<file path="src/design/aio_pkg.sv">
/*
 * Shared constants and types for the analog I/O trigger control block.
 * Assumes a single 20 MHz core clock and software writes arriving as
 * one-cycle command words on plain ports.
 */
package aio_pkg;

    // ------------------------------------------------------------------
    // Sizes
    // ------------------------------------------------------------------
    localparam int          NCH        = 6;
    localparam int          DAC_W      = 16;
    localparam int          ADC_W      = 12;
    localparam int          DIV_W      = 7;
    localparam int          MAP_W      = 16;

    // ------------------------------------------------------------------
    // Codes and ranges
    // ------------------------------------------------------------------
    localparam logic [15:0] DAC_ZERO   = 16'h0000;
    localparam logic [15:0] DAC_POS_FS = 16'h7FFF;
    localparam logic [15:0] DAC_NEG_FS = 16'h8000;
    localparam logic [11:0] ADC_MIN    = 12'h000;
    localparam logic [11:0] ADC_MID    = 12'h7D0;
    localparam logic [11:0] ADC_MAX    = 12'hFA0;

    // ------------------------------------------------------------------
    // Field positions and reset values
    // ------------------------------------------------------------------
    localparam int          MAP_ENC_LO = 0;
    localparam int          MAP_ADC_LO = 8;
    localparam logic [15:0] MAP_RST    = 16'h0000;
    localparam logic [6:0]  DIV_RST    = 7'h7F;
    localparam logic [11:0] LVL_RST    = 12'hFA0;

    // ------------------------------------------------------------------
    // Bit clock: period = 2 * (div + 1) core cycles
    // ------------------------------------------------------------------
    localparam int          CLK_HZ     = 20_000_000;
    localparam int          HALF_MIN   = 1;
    localparam int          HALF_MAX   = 128;

    typedef enum logic [2:0] {
        AIO_CMD_DAC_VALUE = 3'b000,
        AIO_CMD_OUT_CTRL  = 3'b001,
        AIO_CMD_TRIG_EN   = 3'b010,
        AIO_CMD_TRIG_MAP  = 3'b011,
        AIO_CMD_PRELOAD   = 3'b100,
        AIO_CMD_ADC_LEVEL = 3'b101,
        AIO_CMD_DAC_DIV   = 3'b110,
        AIO_CMD_ADC_DIV   = 3'b111
    } aio_cmd_t;

    typedef struct packed {
        logic        valid;
        aio_cmd_t    cmd;
        logic [2:0]  chan;
        logic [15:0] data;
    } aio_wr_t;

    typedef enum logic [1:0] {
        AIO_S_IDLE  = 2'b00,
        AIO_S_SHIFT = 2'b01,
        AIO_S_GAP   = 2'b10
    } aio_ser_t;

endpackage : aio_pkg

</file>
<file path="src/design/aio_dac_ser.sv">
/*
 * One DAC serial channel: shifts a 16-bit code out MSB first.
 * Assumes shared bit-clock edge pulses from the top; data changes on
 * the falling edge, the converter samples on the rising edge.
 */
`timescale 1ns/100ps
module aio_dac_ser (
    input  wire logic                        core_clk,
    input  wire logic                        nrst,
    input  wire logic                        ce,
    input  wire logic                        fall_tick,
    input  wire logic [aio_pkg::DAC_W-1:0]   code,
    output logic                             cs_n,
    output logic                             sdo
);
    import aio_pkg::*;

    aio_ser_t          state_q;
    logic [DAC_W-1:0]  shreg_q;
    logic [4:0]        cnt_q;

    always_ff @(posedge core_clk or negedge nrst) begin
        if (!nrst) begin
            state_q <= AIO_S_IDLE;
            shreg_q <= '0;
            cnt_q   <= '0;
            cs_n    <= 1'b1;
            sdo     <= 1'b0;
        end else if (ce && fall_tick) begin
            case (state_q)
                AIO_S_IDLE: begin
                    shreg_q <= {code[DAC_W-2:0], 1'b0};
                    sdo     <= code[DAC_W-1];
                    cs_n    <= 1'b0;
                    cnt_q   <= 5'(DAC_W - 1);
                    state_q <= AIO_S_SHIFT;
                end
                AIO_S_SHIFT: begin
                    if (cnt_q == 5'h00) begin
                        cs_n    <= 1'b1;
                        state_q <= AIO_S_GAP;
                    end else begin
                        sdo     <= shreg_q[DAC_W-1];
                        shreg_q <= {shreg_q[DAC_W-2:0], 1'b0};
                        cnt_q   <= cnt_q - 5'h01;
                    end
                end
                default: begin
                    state_q <= AIO_S_IDLE;
                end
            endcase
        end
    end

endmodule // aio_dac_ser

</file>
<file path="src/design/aio_adc_des.sv">
/*
 * One ADC serial channel: shifts a 12-bit reading in MSB first.
 * Assumes shared bit-clock edge pulses; samples on the rising edge.
 */
`timescale 1ns/100ps
module aio_adc_des (
    input  wire logic                        core_clk,
    input  wire logic                        nrst,
    input  wire logic                        ce,
    input  wire logic                        fall_tick,
    input  wire logic                        rise_tick,
    input  wire logic                        sdi,
    output logic                             cs_n,
    output logic                             done,
    output logic [aio_pkg::ADC_W-1:0]        word
);
    import aio_pkg::*;

    aio_ser_t          state_q;
    logic [ADC_W-1:0]  shreg_q;
    logic [3:0]        cnt_q;

    always_ff @(posedge core_clk or negedge nrst) begin
        if (!nrst) begin
            state_q <= AIO_S_IDLE;
            shreg_q <= '0;
            cnt_q   <= '0;
            cs_n    <= 1'b1;
            done    <= 1'b0;
            word    <= ADC_MID;
        end else if (ce) begin
            done <= 1'b0;
            case (state_q)
                AIO_S_IDLE: if (fall_tick) begin
                    cs_n    <= 1'b0;
                    cnt_q   <= 4'(ADC_W);
                    state_q <= AIO_S_SHIFT;
                end
                AIO_S_SHIFT: if (rise_tick) begin
                    shreg_q <= {shreg_q[ADC_W-2:0], sdi};
                    cnt_q   <= cnt_q - 4'h1;
                    if (cnt_q == 4'h1) begin
                        word    <= {shreg_q[ADC_W-2:0], sdi};
                        done    <= 1'b1;
                        state_q <= AIO_S_GAP;
                    end
                end
                AIO_S_GAP: if (fall_tick) begin
                    cs_n    <= 1'b1;
                    state_q <= AIO_S_IDLE;
                end
                default: begin
                    state_q <= AIO_S_IDLE;
                end
            endcase
        end
    end

endmodule // aio_adc_des

</file>
<file path="src/design/aio_trig_ctrl.sv">
/*
 * Top of the analog I/O trigger control: six DAC and six ADC serial
 * channels, per-channel output switch, ADC level comparators and the
 * DAC preload trigger. Assumes software commands arrive as one-cycle
 * words on wr and encoder compare events as one-cycle pulses.
 */
// What this block does
// - DAC codes are 16-bit two's complement
// - ADC readings are 12-bit offset coded
// - Six independent DAC and ADC channels
// - Output switch closes and reopens per channel
// - Trigger enable written per DAC channel
// - Triggers come only from comparator events
// - Mask bits 0-5 encoder, 8-13 ADC
// - Trigger loads preload value onto output
// - ADC compare level 12 bits, 0-4000
// - ADC compare event also standalone interrupt
// - Serial bit clock divided from card clock
// - Separate 0-127 dividers for DAC, ADC
`timescale 1ns/100ps
module aio_trig_ctrl (
    input  wire logic                                        core_clk,
    input  wire logic                                        nrst,
    input  wire logic                                        ce,
    input  wire aio_pkg::aio_wr_t                            wr,
    input  wire logic [aio_pkg::NCH-1:0]                     enc_cmp_evt,
    output logic                                             dac_sclk,
    output logic [aio_pkg::NCH-1:0]                          dac_cs_n,
    output logic [aio_pkg::NCH-1:0]                          dac_sdo,
    output logic [aio_pkg::NCH-1:0]                          dac_out_on,
    output logic                                             adc_sclk,
    output logic [aio_pkg::NCH-1:0]                          adc_cs_n,
    input  wire logic [aio_pkg::NCH-1:0]                     adc_sdi,
    output logic [aio_pkg::NCH-1:0][aio_pkg::ADC_W-1:0]      adc_value,
    output logic [aio_pkg::NCH-1:0]                          adc_cmp_evt,
    output logic [aio_pkg::NCH-1:0][aio_pkg::DAC_W-1:0]      dac_code,
    output logic [aio_pkg::NCH-1:0]                          trig_fired
);
    import aio_pkg::*;

    // ------------------------------------------------------------------
    // Command decode
    // ------------------------------------------------------------------
    logic [NCH-1:0] wr_hit;
    always_comb begin
        wr_hit = '0;
        if (wr.valid && wr.chan < 3'(NCH)) begin
            wr_hit[wr.chan] = 1'b1;
        end
    end

    // ------------------------------------------------------------------
    // Bit clock dividers, one per group
    // ------------------------------------------------------------------
    logic [DIV_W-1:0] dac_div_q;
    logic [DIV_W-1:0] adc_div_q;
    logic [DIV_W-1:0] dac_cnt_q;
    logic [DIV_W-1:0] adc_cnt_q;
    logic             dac_fall;
    logic             dac_rise;
    logic             adc_fall;
    logic             adc_rise;

    always_ff @(posedge core_clk or negedge nrst) begin
        if (!nrst) begin
            dac_div_q <= DIV_RST;
            adc_div_q <= DIV_RST;
        end else if (ce && wr.valid) begin
            if (wr.cmd == AIO_CMD_DAC_DIV) begin
                dac_div_q <= wr.data[DIV_W-1:0];
            end
            if (wr.cmd == AIO_CMD_ADC_DIV) begin
                adc_div_q <= wr.data[DIV_W-1:0];
            end
        end
    end

    assign dac_fall = (dac_cnt_q == dac_div_q) && dac_sclk;
    assign dac_rise = (dac_cnt_q == dac_div_q) && !dac_sclk;
    assign adc_fall = (adc_cnt_q == adc_div_q) && adc_sclk;
    assign adc_rise = (adc_cnt_q == adc_div_q) && !adc_sclk;

    always_ff @(posedge core_clk or negedge nrst) begin
        if (!nrst) begin
            dac_cnt_q <= '0;
            dac_sclk  <= 1'b1;
        end else if (ce) begin
            if (dac_cnt_q >= dac_div_q) begin
                dac_cnt_q <= '0;
                dac_sclk  <= !dac_sclk;
            end else begin
                dac_cnt_q <= dac_cnt_q + 7'h01;
            end
        end
    end

    always_ff @(posedge core_clk or negedge nrst) begin
        if (!nrst) begin
            adc_cnt_q <= '0;
            adc_sclk  <= 1'b1;
        end else if (ce) begin
            if (adc_cnt_q >= adc_div_q) begin
                adc_cnt_q <= '0;
                adc_sclk  <= !adc_sclk;
            end else begin
                adc_cnt_q <= adc_cnt_q + 7'h01;
            end
        end
    end

    // ------------------------------------------------------------------
    // Per-channel state
    // ------------------------------------------------------------------
    logic [NCH-1:0][DAC_W-1:0] preload_q;
    logic [NCH-1:0][MAP_W-1:0] map_q;
    logic [NCH-1:0][ADC_W-1:0] level_q;
    logic [NCH-1:0]            trig_en_q;
    logic [NCH-1:0]            above_q;
    logic [NCH-1:0]            adc_done;
    logic [NCH-1:0][ADC_W-1:0] adc_word;
    logic [NCH-1:0][DAC_W-1:0] ser_code;
    logic [NCH-1:0]            trig_hit;
    logic [2*NCH+3:0]          src_vec;

    // Sources laid out as the mask: encoder at bit 0, ADC at bit 8
    always_comb begin
        src_vec = '0;
        src_vec[MAP_ENC_LO +: NCH] = enc_cmp_evt;
        src_vec[MAP_ADC_LO +: NCH] = adc_cmp_evt;
    end

    genvar ch;
    generate
        for (ch = 0; ch < NCH; ch++) begin : g_ch

            // Config registers written by software
            always_ff @(posedge core_clk or negedge nrst) begin
                if (!nrst) begin
                    preload_q[ch] <= DAC_ZERO;
                    map_q[ch]     <= MAP_RST;
                    level_q[ch]   <= LVL_RST;
                    trig_en_q[ch] <= 1'b0;
                end else if (ce && wr_hit[ch]) begin
                    case (wr.cmd)
                        AIO_CMD_PRELOAD:   preload_q[ch] <= wr.data;
                        AIO_CMD_TRIG_MAP:  map_q[ch]     <= wr.data;
                        AIO_CMD_TRIG_EN:   trig_en_q[ch] <= wr.data[0];
                        AIO_CMD_ADC_LEVEL: begin
                            // Clamp to the valid reading span
                            level_q[ch] <= (wr.data[ADC_W-1:0] > ADC_MAX) ?
                                           ADC_MAX : wr.data[ADC_W-1:0];
                        end
                        default: begin
                        end
                    endcase
                end
            end

            // Any enabled source fires the channel
            assign trig_hit[ch] = trig_en_q[ch] &&
                                  |(map_q[ch][2*NCH+3:0] & src_vec);

            // Output code: trigger wins over a same-cycle value write
            always_ff @(posedge core_clk or negedge nrst) begin
                if (!nrst) begin
                    dac_code[ch]   <= DAC_ZERO;
                    trig_fired[ch] <= 1'b0;
                end else if (ce) begin
                    trig_fired[ch] <= trig_hit[ch];
                    if (trig_hit[ch]) begin
                        dac_code[ch] <= preload_q[ch];
                    end else if (wr_hit[ch] && wr.cmd == AIO_CMD_DAC_VALUE) begin
                        dac_code[ch] <= wr.data;
                    end
                end
            end

            // Output switch, closed until opened by software
            always_ff @(posedge core_clk or negedge nrst) begin
                if (!nrst) begin
                    dac_out_on[ch] <= 1'b0;
                end else if (ce && wr_hit[ch] && wr.cmd == AIO_CMD_OUT_CTRL) begin
                    dac_out_on[ch] <= wr.data[0];
                end
            end

            // Closed channel sends mid-scale zero volts and stays switched off
            assign ser_code[ch] = dac_out_on[ch] ? dac_code[ch] : DAC_ZERO;

            aio_dac_ser u_dac (
                .core_clk  (core_clk),
                .nrst      (nrst),
                .ce        (ce),
                .fall_tick (dac_fall),
                .code      (ser_code[ch]),
                .cs_n      (dac_cs_n[ch]),
                .sdo       (dac_sdo[ch])
            );

            aio_adc_des u_adc (
                .core_clk  (core_clk),
                .nrst      (nrst),
                .ce        (ce),
                .fall_tick (adc_fall),
                .rise_tick (adc_rise),
                .sdi       (adc_sdi[ch]),
                .cs_n      (adc_cs_n[ch]),
                .done      (adc_done[ch]),
                .word      (adc_word[ch])
            );

            // Reading capture and upward level crossing
            always_ff @(posedge core_clk or negedge nrst) begin
                if (!nrst) begin
                    adc_value[ch]   <= ADC_MID;
                    above_q[ch]     <= 1'b1;
                    adc_cmp_evt[ch] <= 1'b0;
                end else if (ce) begin
                    adc_cmp_evt[ch] <= 1'b0;
                    if (adc_done[ch]) begin
                        adc_value[ch] <= adc_word[ch];
                        above_q[ch]   <= adc_word[ch] >= level_q[ch];
                        adc_cmp_evt[ch] <= !above_q[ch] &&
                                           (adc_word[ch] >= level_q[ch]);
                    end
                end
            end
        end
    endgenerate

endmodule // aio_trig_ctrl

</file>
<file path="config.mk">
export PLATFORM = sky130hd
export DESIGN_NAME = aio_trig_ctrl
export DESIGN_NICKNAME = d
export VERILOG_FILES = /design/src/design/aio_pkg.sv /design/src/design/aio_dac_ser.sv /design/src/design/aio_adc_des.sv /design/src/design/aio_trig_ctrl.sv
export SDC_FILE = /design/constraint.sdc
export NUM_CORES = 1
export LEC_CHECK = 0
export BUFFER_PORTS_ARGS = -buffer_cell sky130_fd_sc_hd__buf_2
export CAP_MARGIN = 20
export CORE_MARGIN = 1.5
export CORE_UTILIZATION = 55
export DETAILED_ROUTE_END_ITERATION = 8
export PLACE_DENSITY = 0.81
export SETUP_SLACK_MARGIN = 0.02
export SLEW_MARGIN = 25
export SYNTH_ARGS = -nofsm -noshare
export SYNTH_HDL_FRONTEND = slang
export SYNTH_SLANG_ARGS = --single-unit
</file>
<file path="constraint.sdc">
create_clock -name core_clk -period 2.4 [get_ports core_clk]
set_input_delay 0.48 -clock core_clk [delete_from_list [all_inputs] [get_ports core_clk]]
set_output_delay 0.48 -clock core_clk [all_outputs]
set_load 0.01 [all_outputs]
</file>
Yosys cells after proc, flatten, opt, wreduce, memory -nomap -nowiden
Index checks and enable logic that the tools add are counted.

Word-level logic and storage cells: 564. Bits in registers: 828. Input port bits: 38. Output and inout port bits: 206.

Equal/unequal tests: 69. $add $sub $neg: 14. $lt $le $gt $ge: 12. Reduce and logical (&&, ||, !) cells: 182. Mux-type cells: 149. Bitwise logic cells: 6.

Operator list (count): 16-bit two-way mux (24); 16-bit case mux with 2 select lines (6); 16-bit by 14-bit bitwise AND with 16-bit output (6); 16-bit OR reduction (6); 2-bit AND reduction (46); 12-bit greater-or-equal comparator (6); 4-bit AND reduction (18); 5-bit case mux with 2 select lines (6); 3-bit AND reduction (18); 2-bit != test, second input constant (24); 4-bit case mux with 2 select lines (6); 2-bit nonzero test (24); 2-bit two-way mux (20); 1-bit two-way mux (39); 1-bit logical AND (37); 1-bit case mux with 2 select lines (18); 2-bit case mux with 3 select lines (6); 5-bit zero test (6); 5-bit two-way mux (6); 5-bit AND reduction (6); 5-bit by 1-bit subtractor with 5-bit output, second input constant (6); 4-bit two-way mux (7); 2-bit by 1-bit equality test with 1-bit output, second input constant (12); 4-bit by 1-bit equality test with 1-bit output, second input constant (6); other kinds (21) (73).

Depth between registers and ports, before layout
Gate-level depths: netlist (run 1).

Depth in word-level cells: 8. Gate-level depth with buffers: 10.

By module
Synthesis (run 1) repeated with hierarchy kept, for this count alone.

Cells, all modules: 2838. Area, all modules: 38120.3 sq um.

Modules (own cells, without submodules): aio_trig_ctrl (area each 22572.9 sq um, cells an instance 1764, sequential area each 11828.8 sq um, instances 1); aio_adc_des (area each 1330.0 sq um, cells an instance 89, sequential area each 784.5 sq um, instances 6); aio_dac_ser (area each 1261.2 sq um, cells an instance 90, sequential area each 601.8 sq um, instances 6).

Worst setup path before layout (run 1)
OpenSTA, ideal clock, no wires.

Path kind: flip-flop to flip-flop. From: reg adc_div_q[6]. To: reg g_ch[0].u_adc.shreg_q[10]. Path slack: -0.127 ns. Stages on the path, launching flop included: 9. Buffers on the path: 2. Setup time: 0.125 ns. Arrival time: 2.402 ns. Clock period less this slack: 2.527 ns. Path through: dfstp_2 inv_1 ha_1 nand4_4 or3_4 buf_6 nor3_4 buf_2 mux2_2.

Longest elaborated chain between the ends: 3.

RTL lines: start, declared (RTL line aio_trig_ctrl.sv:56) `logic [DIV_W-1:0] adc_div_q;`; start signal, assigned (RTL line aio_trig_ctrl.sv:73) `adc_div_q <= wr.data[DIV_W-1:0];`; 7-bit equality test (RTL line aio_trig_ctrl.sv:81) `assign adc_rise = (adc_cnt_q == adc_div_q) && !adc_sclk;`; 1-bit logical AND (RTL line aio_trig_ctrl.sv:81); 3-bit AND reduction (no line); end signal, assigned (RTL line aio_adc_des.sv:40) `shreg_q <= {shreg_q[ADC_W-2:0], sdi};`; end, declared (RTL line aio_adc_des.sv:20) `logic [ADC_W-1:0] shreg_q;`.

Every way passes these cells. A chain may end at the register's enable or synchronous reset.

Final worst setup path (run 1)
From: reg adc_div_q[5]. To: reg g_ch[0].u_adc.shreg_q[10].

The elaborated chain is that of the path after synthesis.

==> results.md, run 1 <==
* Status: complete, but fails checks
* Critical Path Source Type: flip-flop
* Crit end category: flip-flop
* Clock sink total at 798
* Initial antenna violation count at 4
* Global route total overflow at 0
* Hold violation count in the final report at 0
* Skew-Pair Late Insertion Delay at 650 ps
* LEAKAGE at 0.0214 uW
* Area grow syn2layout at 19.3%
* Setup TNS at -67.2 ps
* Synth Net Count at 3,164
* Crit path time final at 2410 ps
* RSZ-0062 raised after global routing: true
* RePlAce Congestion at 0.855
* Synth cell types at 70
* CP Launch Point: adc_div_q[5]$_DFFE_PN1P_
* Comb power frac at 16.6%
* Final setup violating endpoints at 10
* H-tree lvl count at 3
* Net Sw Frac at 28.2%
* DRT Pass-1 Iters at 5
* Cell with the largest stage delay on the worst path: dfstp_2
* Routed via count at 25,100
* Crit Path Category: flip-flop to flip-flop
* Clock Power Share at 37.8%
* Post-Route WL at 92.5 mm
* Clock Skew at 20.4 ps
* CTS Buf Count at 82
* Boundary pin count at 244
* Largest net degree at the start of global routing at 81
* Sequential power share at 45.6%
* I/O Buffers at 243
* Hpwl dp at 58.8 mm
* Clock Path Buffers at 3
* Vias in the first global route at 24,900
* Die width at 261 um
* Fraction of registers with async set/reset at 100%
* Commonest cells after routing, fill and taps aside: 655 x dfrtp_1, 586 x mux2_2, 242 x buf_2
* Syn avg cell area at 12.1 um2
* Slew Limit Fails at 0
* Total power at 36,400 uW
* Switching pwr at 10,300 uW
* Achievable Freq at 415 MHz
* Clock-pin slew on the worst setup and hold paths at 60 ps
* Hold_sp: adc_sdi[4]
* Clk Tree Root Cell: clkbuf_16
* CP Data Required Time at 2920 ps
* Slowest stage delay, CP at 540 ps
* Overall Global Routing Usage at 26.4%
* Vias per cell at 5.88
* # fillers at 4,473
* Area contributors post-synth: dfrtp_1 45%, mux2_2 19%, dfstp_2 10%
* DIE HEIGHT at 261 um
* Layout cell share with drive strength beyond 1 at 42.3%
* Post-synth top area share at 44.9%
* Tcrit/Tclk final at 100%
* Maximum fanout along the worst path at 6
* Core ar. at 65,700 um2
* WL/cell at 21.6 um
* Hold WC Path Type: input pin to flip-flop
* Seq/Total Area, Yosys at 55.1%
* Cells after synthesis at 3,014
* Pwr dens at 834 nW/um2
* Slew headroom at 39.6%
* EDFF count, synth at 0
* Die area at 68,100 um2
* Area leader, netlist: dfrtp_1
* Site Rows at 94
* Maximum vdd drop at 0.567 mV
* CTS tree: done
* Worst-margin pin slew at 906 ps
* CP arrival at 2930 ps
* Max cap viols at 0
* Worst Slack Setup Final at -11.5 ps
* Failing checks: setup timing
* Post-route ant nets at 0
* Cells along the critical path: inv_2 > ha_4 > nand4_4 > or3_4 > nor3_4 > buf_6 > buf_8 > mux2_4
* Ys Warns at 0
* P_int at 26,200 uW
* FF+latch count, synth at 798
* DRC at 0
* Fin nets at 3,492
* Drt initial violations at 1,828
* Worst r2r src: adc_div_q[5]$_DFFE_PN1P_
* Mapped Area at 36,600 um2
* Initial Utilization at 55.7%
* First-pass GRT wire length at 141 mm
* Synth Flop Type: dfrtp_1
* Most common cell after layout, fill and taps aside: dfrtp_1
-- timing repair --
item,4_1_cts,5_1_grt
cloned,5,12
resized for setup,28,145
hold buffers,1,0
buffers inserted,11,2
hold endpoints to repair,12,0
pin swaps,6,25
endpoints found under the setup margin,116,234
-- path summary, 6_finish.rpt --
path                                                         end  slack [ps]  cells after the start
max                        g_ch[0].u_adc.shreg_q[10]$_DFFE_PN0P_         -10                      8
min                            g_ch[4].u_adc.word[0]$_DFFE_PN0P_          90                      2
max reg2reg                g_ch[0].u_adc.shreg_q[10]$_DFFE_PN0P_         -10                      8
min reg2reg                            adc_value[36]$_DFFE_PN0P_         470                      2
max in group asynchronous               dac_code[29]$_DFFE_PN0P_        1030                      3
min in group asynchronous               dac_code[37]$_DFFE_PN0P_         360                      2
-- routing by layer --
metal / vias to the layer above / share of wire, % / track usage [%]
met4: 6 / 2.9 / 8.25
met2: 823 / 50 / 44.1
met5: - / 0.032 / 0
met1: 12900 / 41 / 35.2
met3: 184 / 6.1 / 4.73
li1: 11300 / - / -
-- synthesized netlist by cell type (9+ instances only) --
cell and instances:
mux2_2 605, nand4_1 19, o31ai_1 11, inv_1 140
and3_1 92, a31oi_1 10, nor4_1 9, clkbuf_1 113
mux2i_1 17, a21oi_1 149, or3_1 9, dfrtp_1 656
mux2_4 24, xor2_1 15, nor2_1 78, o21ai_0 188
a21o_1 35, nor4b_1 9, a22oi_1 40, nand2b_1 26
nand2_1 260, buf_2 25, ha_1 112, nand3_1 29
nor2b_1 11, nor3b_1 13, dfstp_2 142, xnor2_1 10
nor3_1 28, buf_4 22
-- cell type report --
type                            count  area (um2)  share of cell area, %
Antenna cell                        2        5.00                 0.0115
Clock buffer                      124        2480                   5.68
Clock inverter                     30         485                   1.11
Inverter                          141         529                   1.21
Multi-Input combinational cell   1905       15700                   35.9
Sequential cell                   798       20100                   46.1
Tap cell                          864        1080                   2.48
Timing Repair Buffer              414        3250                   7.45
-- sequential cells by signal, summed over array words and instances (netlist names), 24 cells and up --
register,cells
g_ch.u_adc.word,72
adc_value,72
g_ch.u_dac.shreg_q,90
g_ch.u_adc.shreg_q,66
g_ch.u_adc.cnt_q,24
g_ch.u_dac.cnt_q,30
level_q,72
map_q,72
preload_q,96
dac_code,96
-- critical path, delay by kind of cell (launching register included) --
| kind | cells | cell delay, ps |
|---|---|---|
| adders and majority gates | 1 | 270 |
| muxes | 1 | 310 |
| and+or+nand+nor | 3 | 830 |
| buffers and inverters | 3 | 340 |
| DFF | 1 | 540 |
-- stage by stage --
stage	hold slack (ps)	cells	cell area, um2	setup WS, ps	utilization, %
global route	78.3	4276	43700	-72.9	66.4
floorplan	184	3014	36700	-84.2	-
detailed placement	441	4091	39700	-184	60.4
CTS	66.2	4262	43000	-0.723	65.4
finish	94.3	4278	43700	-11.5	66.4
global placement	439	4091	39700	-217	60.4
-- power by group through the flow --
stage / sequential [uW] / combinational (uW) / clock (uW)
2_1_floorplan: 16500 / 3590 / 0
3_3_place_gp: 16700 / 5460 / 0
3_5_place_dp: 16700 / 5680 / 0
4_1_cts: 16500 / 5860 / 13900
5_1_grt: 16800 / 6670 / 14500
6_report: 16600 / 6030 / 13800
-- logic make-up (layout without fill, tap and decap cells) --
kind of cell               Yosys count  count (layout)  share of synthesized area (%)
DFF                                798             798                           55.1
muxes                              649             649                           20.2
and+or+nand+nor                    620             623                           8.57
AOI/OAI and AO/OA                  496             496                           8.11
buffers and inverters              314             709                           3.68
adders and majority gates          112             112                           3.83
xor gates and xnor gates            25              25                          0.598
other                                0               2                              0
Power figures use the tool's default switching activity.
==> run 2, diff against run 1 <==
==> constraint.sdc (replaced) <==
create_clock -name core_clk -period 1.95 [get_ports core_clk]
set_input_delay 0.39 -clock core_clk [delete_from_list [all_inputs] [get_ports core_clk]]
set_output_delay 0.39 -clock core_clk [all_outputs]
set_load 0.01 [all_outputs]
==> run 2 against run 1 <==
  * The run still ends with setup timing left
  * Sequential cell count did not move
  * Worst setup slack worse by 620 ps
  * Sequential share of layout area down 5.3 points
  * Fmax fell by 6.5%
  * Largest cell class unchanged
  * Critical endpoint is now g_ch[4].u_dac.cnt_q[1]$_DFFE_PN0P_
  * Die area unchanged
  * Total power grew 34%
  * Sequential power is 27% higher
==> results.md, run 2 (synthesized netlist as in run 1, its figures left out) <==
* Boundary pin count at 244
* Slowest stage delay, CP at 540 ps
* Die width at 261 um
* Final instance area at 49,300 um2
* Cells along the critical path: inv_2 > ha_4 > nand4_4 > or3_4 > buf_12 > buf_6 > a211oi_4 > buf_6 > nor2_2 > a31oi_1
* Failing checks: setup timing
* Clock sink total at 798
* DRT Pass-1 Iters at 8
* Pwr dens at 990 nW/um2
* CP most frequent cell: buf_6
* Drt initial violations at 3,148
* Routed via count at 29,100
* Skew-Pair Late Insertion Delay at 660 ps
* Crit Path Category: flip-flop to flip-flop
* Slew Limit Fails at 0
* H-tree lvl count at 3
* Hpwl dp at 61.4 mm
* Max cap viols at 0
* Post-route ant nets at 0
* Initial antenna violation count at 7
* CP Buf/Inv Count at 4
* CTS Buf Count at 83
* Post-Layout Cell Count at 4,522
* Hold WC Path Type: input pin to flip-flop
* Core ar. at 65,700 um2
* Critical path's top delay family: simple AND/OR/NAND/NOR gates
* Overall Global Routing Usage at 32.4%
* CP arrival at 3120 ps
* Final Util at 75.0%
* Worst-margin pin slew at 881 ps
* Clock Path Buffers at 3
* CTS tree: done
* Critical Path Source Type: flip-flop
* Vias in the first global route at 29,100
* Hold_ws at 31.3 ps
* DRC at 0
* Tcrit/Tclk final at 132%
* Hold Path End: g_ch[1].u_adc.shreg_q[0]$_DFFE_PN0P_
* Crit end category: flip-flop
* RePlAce Congestion at 0.842
* Clock-pin slew on the worst setup and hold paths at 60 ps
* Initial Utilization at 55.7%
* Achievable Freq at 388 MHz
* Most common cell after layout, fill and taps aside: dfrtp_1
* Maximum vdd drop at 0.733 mV
* Worst r2r src: dac_div_q[4]$_DFFE_PN1P_
* Maximum fanout along the worst path at 5
* Placed cell area at 41,500 um2
* Hold violation count in the final report at 0
* Vias per cell at 6.44
* Worst r2r dst: g_ch[4].u_dac.cnt_q[1]$_DFFE_PN0P_
* Hold Path Cell Cnt at 2
* WL/cell at 27.8 um
* Top Registers: dac_code x96, preload_q x96, g_ch.u_dac.shreg_q x90
* Worst Slack Setup Final at -630 ps
* Post-Route WL at 126 mm
* LEAKAGE at 0.0241 uW
* Site Rows at 94
* Fin nets at 3,733
* Hold_sp: adc_sdi[1]
* Clock Skew at 31.8 ps
* Global route total overflow at 0
* Crit path time final at 2580 ps
* First-pass GRT wire length at 170 mm
* CP Data Required Time at 2490 ps
* Clk Tree Root Cell: clkbuf_16
* Largest net degree at the start of global routing at 53
* Slew headroom at 40.4%
* DIE HEIGHT at 261 um
* Status: complete, but fails checks
* Setup TNS at -176,970 ps
* R2R depth at 10
* Final setup violating endpoints at 441
* DP Cell Count at 4,186
* Commonest cells after routing, fill and taps aside: 644 x dfrtp_1, 373 x mux2_2, 259 x mux2_4
* Layout cell share with drive strength beyond 1 at 54.5%
* I/O Buffers at 243
* Cell with the largest stage delay on the worst path: dfstp_2
* Worst reg-to-reg setup slack at -630 ps
* Area grow syn2layout at 34.7%
* RSZ-0062 raised after global routing: true
* Die area at 68,100 um2
run 2: cell types whose count changed in the layout (fill, tap and decap cells not counted), moves of 43 or more:
cell | before | now
mux2_2 | 586 | 373
buf_6 | 10 | 87
mux2_4 | 43 | 259
o21ai_0 | 138 | 65
buf_4 | 108 | 189
nand2_2 | 25 | 68
o21ai_2 | 16 | 83
nand2_1 | 229 | 143
run 2: what timing repair did:
action | CTS | global route
buffers inserted | 83 | 61
endpoints found under the setup margin | 447 | 477
hold buffers | 4 | 0
pin swaps | 58 | 135
endpoints found under the hold margin | 77 | 0
resized for setup | 301 | 448
gates cloned | 49 | 8
run 2: metal layers:
layer	global-route usage, %	wire (um)	up-vias
met1	39.5	43600	14700
li1	-	-	11800
met3	6.37	11300	724
met5	0	13	-
met2	53.7	60600	1932
met4	18.7	10200	2
run 2: area by class of cell:
type | count | area (um2)
clock inverters | 35 | 443
fillers | 3490 | 16400
repair buffers | 643 | 6240
clock buffers | 120 | 2440
flip-flops and latches | 798 | 20200
inverters | 141 | 529
diodes | 5 | 12.5
well taps | 864 | 1080
multi-input cells | 1916 | 18400
run 2: metrics by stage:
stage                     total power, uW  setup WS (ps)
after CTS                           46200           -514
after global routing                50200           -659
after global placement              28000           -754
after floorplan                     25200           -534
final                               48800           -630
after detailed placement            28500           -744
run 2: worst max path at each step:
| stage | startpoint | endpoint | slack [ps] | cells after the start |
|---|---|---|---|---|
| 2_1_floorplan | adc_div_q[5]$_DFFE_PN1P_ | g_ch[0].u_adc.word[11]$_DFFE_PN0P_ | -530 | 9 |
| 3_3_place_gp | wr[4] | level_q[24]$_DFFE_PN0P_ | -750 | 7 |
| 3_5_place_dp | wr[4] | level_q[24]$_DFFE_PN0P_ | -740 | 7 |
| 4_1_cts | dac_div_q[6]$_DFFE_PN1P_ | g_ch[2].u_dac.shreg_q[2]$_DFFE_PN0P_ | -510 | 10 |
| 5_1_grt | dac_div_q[4]$_DFFE_PN1P_ | g_ch[4].u_dac.cnt_q[1]$_DFFE_PN0P_ | -660 | 10 |
| 6_report | dac_div_q[4]$_DFFE_PN1P_ | g_ch[4].u_dac.cnt_q[1]$_DFFE_PN0P_ | -630 | 10 |
run 2: power breakdown:
group	leakage [uW]	internal, uW	switching [uW]
Clock	0.00142	9940	7070
Sequential	0.0103	18600	2380
Combinational	0.0123	5010	5810
